**src/core/zone_flag_pkg.sv**
```systemverilog
package zone_flag_pkg;

  // ----------------------------------------------------------------
  // address space of the serial bit array
  // ----------------------------------------------------------------
  localparam int ADDR_W = 11;
  typedef logic [ADDR_W-1:0] bit_addr_t;

  // bits whose stored one opens a read window, zones 1..3
  localparam bit_addr_t RD_BIT [3] = '{11'h0b1, 11'h1e1, 11'h401};
  // application zone ranges, zones 1..3
  localparam bit_addr_t ZONE_LO [3] = '{11'h0b0, 11'h1e0, 11'h400};
  localparam bit_addr_t ZONE_HI [3] = '{11'h1af, 11'h2df, 11'h5ff};
  // bit on which an erase triggers the whole-zone erase, zones 1..3
  localparam bit_addr_t ZONE_TRIG [3] = '{11'h1e0, 11'h300, 11'h630};
  // word of the trigger bit is left alone, zone 1, and zone 2 with the fuse at zero
  localparam logic [2:0] ZONE_KEEP_WORD = 3'h3;

  // passwords: 0 security code, 1..3 zone erase codes
  localparam bit_addr_t PW_LO [4] = '{11'h050, 11'h1b0, 11'h2e0, 11'h600};
  localparam bit_addr_t PW_HI [4] = '{11'h05f, 11'h1df, 11'h2ff, 11'h62f};

  // attempt counter and zone 2 erase counter windows
  localparam bit_addr_t SCAC_LO = 11'h060;
  localparam bit_addr_t SCAC_HI = 11'h063;
  localparam bit_addr_t ZONE2_CNT_LO = 11'h300;
  localparam bit_addr_t ZONE2_CNT_HI = 11'h37f;
  localparam bit_addr_t ADDR_ZERO = 11'h000;

  // zone 2 erase allowance while the limit fuse is unblown
  localparam logic [7:0] ZONE2_ERASE_LIMIT = 8'h80;

  // ----------------------------------------------------------------
  // apb register map
  // ----------------------------------------------------------------
  localparam logic [11:0] CTRL_OFS = 12'h000;
  localparam logic [11:0] STATUS_OFS = 12'h004;
  localparam logic [11:0] ECOUNT_OFS = 12'h008;
  localparam int CTRL_FUSE_BIT = 0;
  localparam logic CTRL_FUSE_RST = 1'h1;
  localparam int STAT_RD_POS = 0;
  localparam int STAT_ER_POS = 3;
  localparam int STAT_SEC_POS = 6;
  localparam int STAT_SECBUSY_POS = 7;
  localparam int STAT_Z2BUSY_POS = 8;

  // ----------------------------------------------------------------
  // carriers
  // ----------------------------------------------------------------
  typedef enum logic [1:0] {OP_STEP, OP_COMPARE, OP_WRITE, OP_ERASE} op_kind_t;

  typedef struct packed {
    logic valid;
    op_kind_t kind;
    bit_addr_t addr;
    logic mem_bit;
    logic io_bit;
  } card_op_t;

  typedef struct packed {
    logic req;
    bit_addr_t first;
    bit_addr_t last;
    logic keep_word;
  } zone_erase_t;

  typedef enum logic [1:0] {VAL_IDLE, VAL_ARMED, VAL_WRITTEN} val_state_t;

  typedef struct packed {
    val_state_t state;
    bit_addr_t addr;
    logic done;
    logic fail;
  } val_step_t;

endpackage : zone_flag_pkg

```
**src/core/code_matcher.sv**
```systemverilog
`timescale 1ns/10ps
module code_matcher
  import zone_flag_pkg::*;
#(
  parameter bit_addr_t LO = 11'h000,
  parameter bit_addr_t HI = 11'h000
)
(
  input wire logic clk,
  input wire logic srst,
  input wire card_op_t op,
  output logic matched
);

  // ----------------------------------------------------------------
  // bit-serial password comparison
  // ----------------------------------------------------------------
  logic run_ff;
  logic nxt_run;
  bit_addr_t expect_ff;
  bit_addr_t nxt_expect;
  logic matched_ff;
  logic nxt_matched;

  wire logic is_cmp = op.valid && (op.kind == OP_COMPARE);
  wire logic bit_ok = (op.io_bit == op.mem_bit);
  wire logic at_first = is_cmp && (op.addr == LO);
  wire logic at_next = is_cmp && run_ff && (op.addr == expect_ff);
  wire logic in_range = (op.addr >= LO) && (op.addr <= HI);

  // a run starts at the first bit and must hit every bit in order
  always_comb
  begin
    nxt_run = run_ff;
    nxt_expect = expect_ff;
    nxt_matched = 1'b0;
    if (at_first)
    begin
      nxt_run = bit_ok && (LO != HI);
      nxt_expect = bit_addr_t'(LO + 11'h001);
      nxt_matched = bit_ok && (LO == HI);
    end
    else if (at_next)
    begin
      nxt_run = bit_ok && (op.addr != HI);
      nxt_expect = bit_addr_t'(op.addr + 11'h001);
      nxt_matched = bit_ok && (op.addr == HI);
    end
    else if (op.valid && (in_range || op.addr == ADDR_ZERO))
    begin
      nxt_run = 1'b0; // any other touch of the code spoils the run
    end
  end

  always_ff @(posedge clk)
  begin
    if (srst)
    begin
      run_ff <= 1'b0;
      expect_ff <= ADDR_ZERO;
      matched_ff <= 1'b0;
    end
    else
    begin
      run_ff <= nxt_run;
      expect_ff <= nxt_expect;
      matched_ff <= nxt_matched;
    end
  end

  assign matched = matched_ff;

endmodule : code_matcher

```
**src/core/zone_flag_ctrl.sv**
```systemverilog
// Added by the designer: the register addresses and register access over APB.
`timescale 1ns/10ps
// Summary of operation
// - Zone 1 read flag sets when bit 177 is addressed while it holds a one.
// - Zone 2 read flag sets when bit 481 is addressed while it holds a one.
// - Zone 3 read flag sets when bit 1025 is addressed while it holds a one.
// - A read flag stays set until power-off even if its bit is later cleared.
// - Zone 1 bits are readable only while its read flag or the security flag is set.
// - Zone 2 bits are readable only while its read flag or the security flag is set.
// - Zone 3 bits are readable only while its read flag or the security flag is set.
// - Zone 1 erase flag sets on a good zone 1 erase password comparison.
// - Zone erase flags clear whenever the address counter is zero, except a flag that sets in that same cycle.
// - With zone 1 erase flag set, an erase at bit 480 wipes bits 176-431 but not its own word.
// - With the limit fuse at one, zone 2 erase flag sets after its password matches bit by bit.
// - In counter mode a one in 768-895 is written then erased, then zone 2 bits 480-735 erase.
// - With the fuse at zero, an erase at 768 under the flag wipes 480-735 but not its word.
// - Zone 3 erase flag sets on a good zone 3 erase password comparison.
// - With zone 3 erase flag set, an erase at bit 1584 wipes bits 1024-1535.
// - The security flag sets only after the code at 80-95 matches and the attempt check ends.
// - With the fuse unblown zone 2 erases stop at 128; with it blown they are unlimited.
module zone_flag_ctrl
  import zone_flag_pkg::*;
(
  input wire logic clk,
  input wire logic srst,
  input wire card_op_t op,
  input wire logic psel,
  input wire logic penable,
  input wire logic pwrite,
  input wire logic [11:0] paddr,
  input wire logic [31:0] pwdata,
  input wire logic [3:0] pstrb,
  output logic [31:0] prdata,
  output logic pready,
  output logic pslverr,
  output logic [2:0] zone_read_flag,
  output logic [2:0] zone_read_en,
  output logic [2:0] zone_erase_flag,
  output logic security_valid_flag,
  output logic read_allowed,
  output logic check_valid,
  output logic check_bit,
  output zone_erase_t zone_erase
);

  // ----------------------------------------------------------------
  // shared decoding
  // ----------------------------------------------------------------

  // one step of a write-then-erase validation in a counter window
  function automatic val_step_t val_step(
    input val_state_t st,
    input bit_addr_t held,
    input card_op_t cur,
    input logic arm,
    input bit_addr_t lo,
    input bit_addr_t hi
  );
    val_step_t r;
    logic in_win;
    r.state = st;
    r.addr = held;
    r.done = 1'b0;
    r.fail = 1'b0;
    in_win = (cur.addr >= lo) && (cur.addr <= hi);
    if (arm)
    begin
      r.state = VAL_ARMED;
    end
    else if (cur.valid)
    begin
      case (st)
        VAL_ARMED:
        begin
          if (cur.kind == OP_WRITE && in_win && cur.mem_bit)
          begin
            r.state = VAL_WRITTEN;
            r.addr = cur.addr;
          end
          else if (cur.kind != OP_STEP)
          begin
            r.state = VAL_IDLE;
            r.fail = 1'b1;
          end
        end
        VAL_WRITTEN:
        begin
          if (cur.kind == OP_ERASE && cur.addr == held)
          begin
            r.state = VAL_IDLE;
            r.done = 1'b1;
          end
          else if (cur.kind != OP_STEP)
          begin
            r.state = VAL_IDLE;
            r.fail = 1'b1;
          end
        end
        default:
        begin
          r.state = VAL_IDLE;
        end
      endcase
    end
    return r;
  endfunction : val_step

  // ----------------------------------------------------------------
  // password comparators
  // ----------------------------------------------------------------
  logic [3:0] pw_match;

  // 0 security code, 1..3 zone erase codes
  for (genvar p = 0; p < 4; p++)
  begin : g_pw
    code_matcher #(
      .LO(PW_LO[p]),
      .HI(PW_HI[p])
    ) u_match (
      .clk(clk),
      .srst(srst),
      .op(op),
      .matched(pw_match[p])
    );
  end

  // ----------------------------------------------------------------
  // registers and next values
  // ----------------------------------------------------------------
  logic [2:0] rd_flag_ff;
  logic [2:0] nxt_rd_flag;
  logic [2:0] er_flag_ff;
  logic [2:0] nxt_er_flag;
  logic sec_ff;
  logic [2:0] ren_ff;
  logic fuse_ff;
  logic nxt_fuse;
  logic [7:0] ecount_ff;
  logic [7:0] nxt_ecount;
  val_state_t sec_st_ff;
  bit_addr_t sec_addr_ff;
  val_state_t z2_st_ff;
  bit_addr_t z2_addr_ff;
  logic rd_allow_ff;
  logic chk_valid_ff;
  logic chk_bit_ff;
  zone_erase_t erase_ff;
  zone_erase_t nxt_erase;
  logic [31:0] prdata_ff;
  logic pready_ff;
  logic pslverr_ff;

  // ----------------------------------------------------------------
  // read flags and read gating
  // ----------------------------------------------------------------
  logic [2:0] in_zone;

  for (genvar z = 0; z < 3; z++)
  begin : g_rd
    // flag bit addressed while holding a one; only power-off clears it
    assign nxt_rd_flag[z] = rd_flag_ff[z] ||
      (op.valid && op.addr == RD_BIT[z] && op.mem_bit);
    assign in_zone[z] = (op.addr >= ZONE_LO[z]) && (op.addr <= ZONE_HI[z]);
  end

  // zone readable while its own flag or the security flag stands
  wire logic [2:0] rd_en = rd_flag_ff | {3{sec_ff}};
  wire logic nxt_rd_allow = ((in_zone & ~rd_en) == 3'h0);

  // ----------------------------------------------------------------
  // security validation sequence
  // ----------------------------------------------------------------
  val_step_t sec_step;
  assign sec_step = val_step(sec_st_ff, sec_addr_ff, op, pw_match[0], SCAC_LO, SCAC_HI);
  wire logic nxt_sec = sec_ff || sec_step.done;

  // ----------------------------------------------------------------
  // zone 2 counter validation
  // ----------------------------------------------------------------
  wire logic z2_room = !fuse_ff || (ecount_ff < ZONE2_ERASE_LIMIT);
  wire logic z2_arm = pw_match[2] && fuse_ff && z2_room;
  val_step_t z2_step;
  assign z2_step = val_step(z2_st_ff, z2_addr_ff, op, z2_arm, ZONE2_CNT_LO, ZONE2_CNT_HI);

  // ----------------------------------------------------------------
  // erase flags
  // ----------------------------------------------------------------
  wire logic at_zero = op.valid && (op.addr == ADDR_ZERO);
  wire logic [2:0] er_set =
    {pw_match[3], pw_match[2] && z2_room, pw_match[1]};

  // set wins over the clear at address zero
  assign nxt_er_flag = er_set | (er_flag_ff & {3{!at_zero}});

  // ----------------------------------------------------------------
  // whole-zone erase triggers
  // ----------------------------------------------------------------
  wire logic is_erase = op.valid && (op.kind == OP_ERASE);
  wire logic trig_z1 = is_erase && er_flag_ff[0] && op.addr == ZONE_TRIG[0];
  wire logic trig_z2_plain = is_erase && er_flag_ff[1] && !fuse_ff &&
    op.addr == ZONE_TRIG[1];
  wire logic trig_z2_count = z2_step.done && er_flag_ff[1];
  wire logic trig_z3 = is_erase && er_flag_ff[2] && op.addr == ZONE_TRIG[2];
  wire logic trig_z2 = trig_z2_plain || trig_z2_count;

  // selected zone range, keep flag for the trigger word
  always_comb
  begin
    nxt_erase.req = trig_z1 || trig_z2 || trig_z3;
    nxt_erase.first = erase_ff.first;
    nxt_erase.last = erase_ff.last;
    nxt_erase.keep_word = erase_ff.keep_word;
    if (trig_z1)
    begin
      nxt_erase.first = ZONE_LO[0];
      nxt_erase.last = ZONE_HI[0];
      nxt_erase.keep_word = ZONE_KEEP_WORD[0];
    end
    else if (trig_z2)
    begin
      nxt_erase.first = ZONE_LO[1];
      nxt_erase.last = ZONE_HI[1];
      nxt_erase.keep_word = trig_z2_plain && ZONE_KEEP_WORD[1];
    end
    else if (trig_z3)
    begin
      nxt_erase.first = ZONE_LO[2];
      nxt_erase.last = ZONE_HI[2];
      nxt_erase.keep_word = ZONE_KEEP_WORD[2];
    end
  end

  // zone 2 erases counted while the limit fuse is unblown
  assign nxt_ecount = (trig_z2 && fuse_ff && ecount_ff < ZONE2_ERASE_LIMIT) ?
    8'(ecount_ff + 8'h01) : ecount_ff;

  // ----------------------------------------------------------------
  // apb slave decode
  // ----------------------------------------------------------------
  wire logic apb_access = psel && penable && !pready_ff;
  wire logic apb_commit = psel && penable && pready_ff;
  wire logic hit_ctrl = (paddr == CTRL_OFS);
  wire logic hit_status = (paddr == STATUS_OFS);
  wire logic hit_ecount = (paddr == ECOUNT_OFS);
  wire logic hit_any = hit_ctrl || hit_status || hit_ecount;
  logic [31:0] rd_word;

  // read mux
  always_comb
  begin
    rd_word = 32'h0000_0000;
    if (hit_ctrl)
    begin
      rd_word[CTRL_FUSE_BIT] = fuse_ff;
    end
    else if (hit_status)
    begin
      rd_word[STAT_RD_POS +: 3] = rd_flag_ff;
      rd_word[STAT_ER_POS +: 3] = er_flag_ff;
      rd_word[STAT_SEC_POS] = sec_ff;
      rd_word[STAT_SECBUSY_POS] = (sec_st_ff != VAL_IDLE);
      rd_word[STAT_Z2BUSY_POS] = (z2_st_ff != VAL_IDLE);
    end
    else if (hit_ecount)
    begin
      rd_word[7:0] = ecount_ff;
    end
  end

  // fuse written at the committing edge only
  assign nxt_fuse = (apb_commit && pwrite && hit_ctrl && pstrb[0]) ?
    pwdata[CTRL_FUSE_BIT] : fuse_ff;

  // ----------------------------------------------------------------
  // state registers
  // ----------------------------------------------------------------
  always_ff @(posedge clk)
  begin
    if (srst)
    begin
      rd_flag_ff <= 3'h0;
      er_flag_ff <= 3'h0;
      sec_ff <= 1'b0;
      ren_ff <= 3'h0;
      fuse_ff <= CTRL_FUSE_RST;
      ecount_ff <= 8'h00;
    end
    else
    begin
      rd_flag_ff <= nxt_rd_flag;
      er_flag_ff <= nxt_er_flag;
      sec_ff <= nxt_sec;
      ren_ff <= nxt_rd_flag | {3{nxt_sec}};
      fuse_ff <= nxt_fuse;
      ecount_ff <= nxt_ecount;
    end
  end

  // validation sequencers
  always_ff @(posedge clk)
  begin
    if (srst)
    begin
      sec_st_ff <= VAL_IDLE;
      sec_addr_ff <= ADDR_ZERO;
      z2_st_ff <= VAL_IDLE;
      z2_addr_ff <= ADDR_ZERO;
    end
    else
    begin
      sec_st_ff <= sec_step.state;
      sec_addr_ff <= sec_step.addr;
      z2_st_ff <= z2_step.state;
      z2_addr_ff <= z2_step.addr;
    end
  end

  // per-operation results: read gate, check answer, zone erase
  always_ff @(posedge clk)
  begin
    if (srst)
    begin
      rd_allow_ff <= 1'b0;
      chk_valid_ff <= 1'b0;
      chk_bit_ff <= 1'b0;
      erase_ff <= '0;
    end
    else
    begin
      rd_allow_ff <= op.valid ? nxt_rd_allow : rd_allow_ff;
      chk_valid_ff <= sec_step.done || sec_step.fail;
      chk_bit_ff <= sec_step.done;
      erase_ff <= nxt_erase;
    end
  end

  // apb answer one cycle into the access phase
  always_ff @(posedge clk)
  begin
    if (srst)
    begin
      pready_ff <= 1'b0;
      pslverr_ff <= 1'b0;
      prdata_ff <= 32'h0000_0000;
    end
    else
    begin
      pready_ff <= apb_access;
      pslverr_ff <= apb_access && !hit_any;
      prdata_ff <= (apb_access && !pwrite) ? rd_word : 32'h0000_0000;
    end
  end

  // ----------------------------------------------------------------
  // outputs
  // ----------------------------------------------------------------
  assign prdata = prdata_ff;
  assign pready = pready_ff;
  assign pslverr = pslverr_ff;
  assign zone_read_flag = rd_flag_ff;
  assign zone_read_en = ren_ff;
  assign zone_erase_flag = er_flag_ff;
  assign security_valid_flag = sec_ff;
  assign read_allowed = rd_allow_ff;
  assign check_valid = chk_valid_ff;
  assign check_bit = chk_bit_ff;
  assign zone_erase = erase_ff;

endmodule : zone_flag_ctrl

```
**config.mk**
```make
export PLATFORM = sky130hd
export DESIGN_NAME = zone_flag_ctrl
export DESIGN_NICKNAME = d
export VERILOG_FILES = /design/src/core/zone_flag_pkg.sv /design/src/core/code_matcher.sv /design/src/core/zone_flag_ctrl.sv
export SDC_FILE = /design/constraint.sdc
export NUM_CORES = 1
export LEC_CHECK = 0
export ABC_CLOCK_PERIOD_IN_PS = 4100
export BUFFER_PORTS_ARGS = -buffer_cell sky130_fd_sc_hd__buf_2
export CAP_MARGIN = 0
export CORE_ASPECT_RATIO = 0.9
export CORE_MARGIN = 1.5
export CORE_UTILIZATION = 45
export CTS_CLUSTER_DIAMETER = 100
export DETAILED_ROUTE_END_ITERATION = 8
export PLACE_DENSITY = 0.67
export REMOVE_ABC_BUFFERS = 1
export SLEW_MARGIN = 0
export SYNTH_ARGS = -nofsm -noshare
export SYNTH_HDL_FRONTEND = slang
export SYNTH_HIERARCHICAL = 1
export SYNTH_SLANG_ARGS = --single-unit
```
**constraint.sdc**
```tcl
create_clock -name clk -period 4.1 [get_ports clk]
set_input_delay 0.615 -clock clk [delete_from_list [all_inputs] [get_ports clk]]
set_output_delay 0.615 -clock clk [all_outputs]
set_load 0.03 [all_outputs]
```
==> flow_metrics.env <==
export IMPL_status="completed"
export IMPL_ir_drop_uv=300
export IMPL_antenna_found_initial=0
export IMPL_hold_viol_final=0
export IMPL_cp_max_fo=28
export IMPL_synth_area_um2=7390
export IMPL_highest_layer="met4"
export IMPL_holdWs_ns=0.415
export IMPL_yosysSeqAreaShare=0.325
export IMPL_gp_congestion=0.816
export IMPL_maxCapViolations=0
export IMPL_postCtsSetupBuffers=0
export IMPL_min_period_over_period=0.635
export IMPL_cts_tree="done"
export IMPL_cts_root_buf="clkbuf_16"
export IMPL_grt_pass1_vias=5556
export IMPL_cts_resized=0
export IMPL_finalNetCount=966
export IMPL_h_tree_depth=4
export IMPL_ant_nets=0
export IMPL_synthArstFlopShare=0
export IMPL_synth_compound_area_share=0.123
export IMPL_grt_pass1_wl_um=29100
export IMPL_cts_sinks=120
export IMPL_final_common_cell="dfxtp_1"
export IMPL_final_cell_mix="120 x dfxtp_1, 89 x nor2_1, 77 x buf_2, 66 x xor2_1, 42 x a21oi_1"
export IMPL_fmax_mhz=384
export IMPL_worst_ep_arrival_time_ns=2.89
export IMPL_synth_edf_count=0
export IMPL_yosys_warnings=6
export IMPL_period_minus_slack_ns=2.61
export IMPL_path_delay_family="simple AND/OR/NAND/NOR gates"
export IMPL_setup_slack_ns=1.49
export IMPL_setup_viol=0
export IMPL_wl_met1_um=8610
export IMPL_first_iter_violations=443
export IMPL_drive_above_1_share=0.212
export IMPL_fin_cells=1102
export IMPL_hp_class="primary input to register"
export IMPL_worst_pin_slew_ns=0.869
export IMPL_final_max_slew_viol_count=0
export IMPL_area_delta_synth_final_pct=11.7
export IMPL_portBuffers=77
export IMPL_synth_adder_area_share=0.0254
export IMPL_die_y_um=125
export IMPL_drt_wl_total_um=17900
export IMPL_clk_pin_slew_worst_paths_ns=0.06
export IMPL_design_area_um2=8260
export IMPL_worstSetupPathType="primary input to register"
export IMPL_wl_met3_um=851
export IMPL_worst_path_buf_inv=1
export IMPL_pre_cts_ws_ns=1.10
export IMPL_met2_length_um=8260
export IMPL_synth_seq_cells=120
export IMPL_placedCellCount=1070
export IMPL_cellLeakagePower_nw=3.40
export IMPL_fin_setup_tns_ns=0
export IMPL_synth_simple_gate_area_share=0.256
export IMPL_synth_ff_type="dfxtp_1"
export IMPL_hold_buffers=0
export IMPL_synth_xor_area_frac=0.125
export IMPL_drcViolationCount=0
export IMPL_cts_buffer_depth=2
export IMPL_grt_max_degree=39
export IMPL_numCtsBuffers=17
export IMPL_power_per_cell_area_nw_per_um2=370
export IMPL_dieArea_um2=17200
export IMPL_dr_pass1_iters=5
export IMPL_cp_slowest_cell="and4_1"
export IMPL_critPathLaunchType="primary input"
export IMPL_yosys_mux_area_fraction=0.0462
export IMPL_avgSynthCellArea_um2=8.94
export IMPL_die_w_um=138
export IMPL_fill_cells=1533
export IMPL_row_count=44
export IMPL_crit_path_cell_trace="buf_2, xor2_1, nor4_4, and4_1, mux2i_1, a21oi_1"
export IMPL_initial_utilization=0.460
export IMPL_detail_route_wl_per_cell_um=16.3
export IMPL_core_um2=16100
export IMPL_cp_slowest_stage_delay_ns=0.80
export IMPL_slew_headroom=0.421
export IMPL_clk_latency_ns=0.42
export IMPL_clock_skew_ns=0.00380
export IMPL_synth_top_family_by_area="simple AND/OR/NAND/NOR gates"
export IMPL_io_pins=140
export IMPL_via_per_inst=5.49
export IMPL_end_kind="register"
export IMPL_yosysUniqueCellTypes=79
export IMPL_vias=6046
export IMPL_crit_required_ns=4.39
export IMPL_grt_usage=0.208
export IMPL_n_antenna_cell=0
export IMPL_post_synth_inst_count=827
export IMPL_gr_total_overflow=0
export IMPL_place_area_um2=7620
export IMPL_hpwl_um=11700
export IMPL_grt_setup_unrepaired="no"
## layout make-up
type	instances	area (um2)	share of cell area
clock buffers	18	439	0.0532
clock inverters	14	198	0.0239
inverters	36	135	0.0164
multi-input cells	620	4370	0.529
flip-flops and latches	120	2400	0.291
well taps	207	259	0.0314
repair buffers	87	460	0.0557
## sequential cells by signal, indices dropped and copies added, names as in the netlist, 3 cells and up
register,flops
z2_addr_ff,11
zone_read_en,3
zone_erase_flag,3
sec_addr_ff,11
g_pw.u_match/expect_ff,44
zone_erase,9
g_pw.u_match/run_ff,4
zone_read_flag,3
prdata,9
ecount_ff,8
g_pw.u_match/matched,4
## worst register-to-register path: cells and delay by family, from the launching register on
kind	cells	cell delay (ns)
AND/OR/NAND/NOR	3	1.25
buffers and inverters	2	0.39
flip-flops	1	0.31
XOR/XNOR	1	0.17
## synth_stat cells, drive strengths merged (27+ instances only)
cell type / count / area [um2]
nand3: 30 / 150
buf: 68 / 553
a21oi: 45 / 236
nand4: 29 / 209
xor2: 67 / 594
xnor2: 38 / 333
mux2i: 27 / 270
a211oi: 31 / 328
dfxtp: 120 / 2400
nand2: 36 / 138
inv: 36 / 135
nor2: 94 / 370
## per-layer routing
metal / track usage / vias to the layer above
li1: - / 2981
met1: 0.285 / 2898
met2: 0.326 / 151
met3: 0.0481 / 16
met4: 0.0594 / 0
met5: 0 / -
## kinds of logic (layout without fill, tap and decap cells)
logic type | Yosys count | in the layout
compound gates | 123 | 123
xor+xnor | 105 | 105
fa+ha+maj | 15 | 15
flops | 120 | 120
other cells | 1 | 28
buf+inv | 114 | 155
simple gates | 316 | 316
mux | 33 | 33
## metrics by stage
step / util / total power, mW
2_1_floorplan: - / 1.35
3_3_place_gp: 0.474 / 1.47
3_5_place_dp: 0.474 / 1.48
4_1_cts: 0.514 / 3.08
5_1_grt: 0.514 / 3.16
6_report: 0.514 / 3.06
## final timing paths
| kind | startpoint | endpoint | slack (ns) | cells past startpoint |
|---|---|---|---|---|
| worst max-delay path | op[4] | g_pw[2].u_match/expect_ff[7] | 1.49 | 6 |
| worst max register to register | g_pw[1].u_match/expect_ff[1] | g_pw[1].u_match/matched | 1.88 | 6 |
| worst min register to register | g_pw[1].u_match/matched | zone_erase_flag[0] | 0.44 | 2 |
| worst min-delay path | pwdata[0] | fuse_ff | 0.41 | 3 |
## where the power goes
group          internal [mW]  switching [mW]
combinational         0.0774           0.209
sequential              1.17        0.000805
clock                   1.04           0.563
No activity file was read; power rests on OpenSTA's default activity.
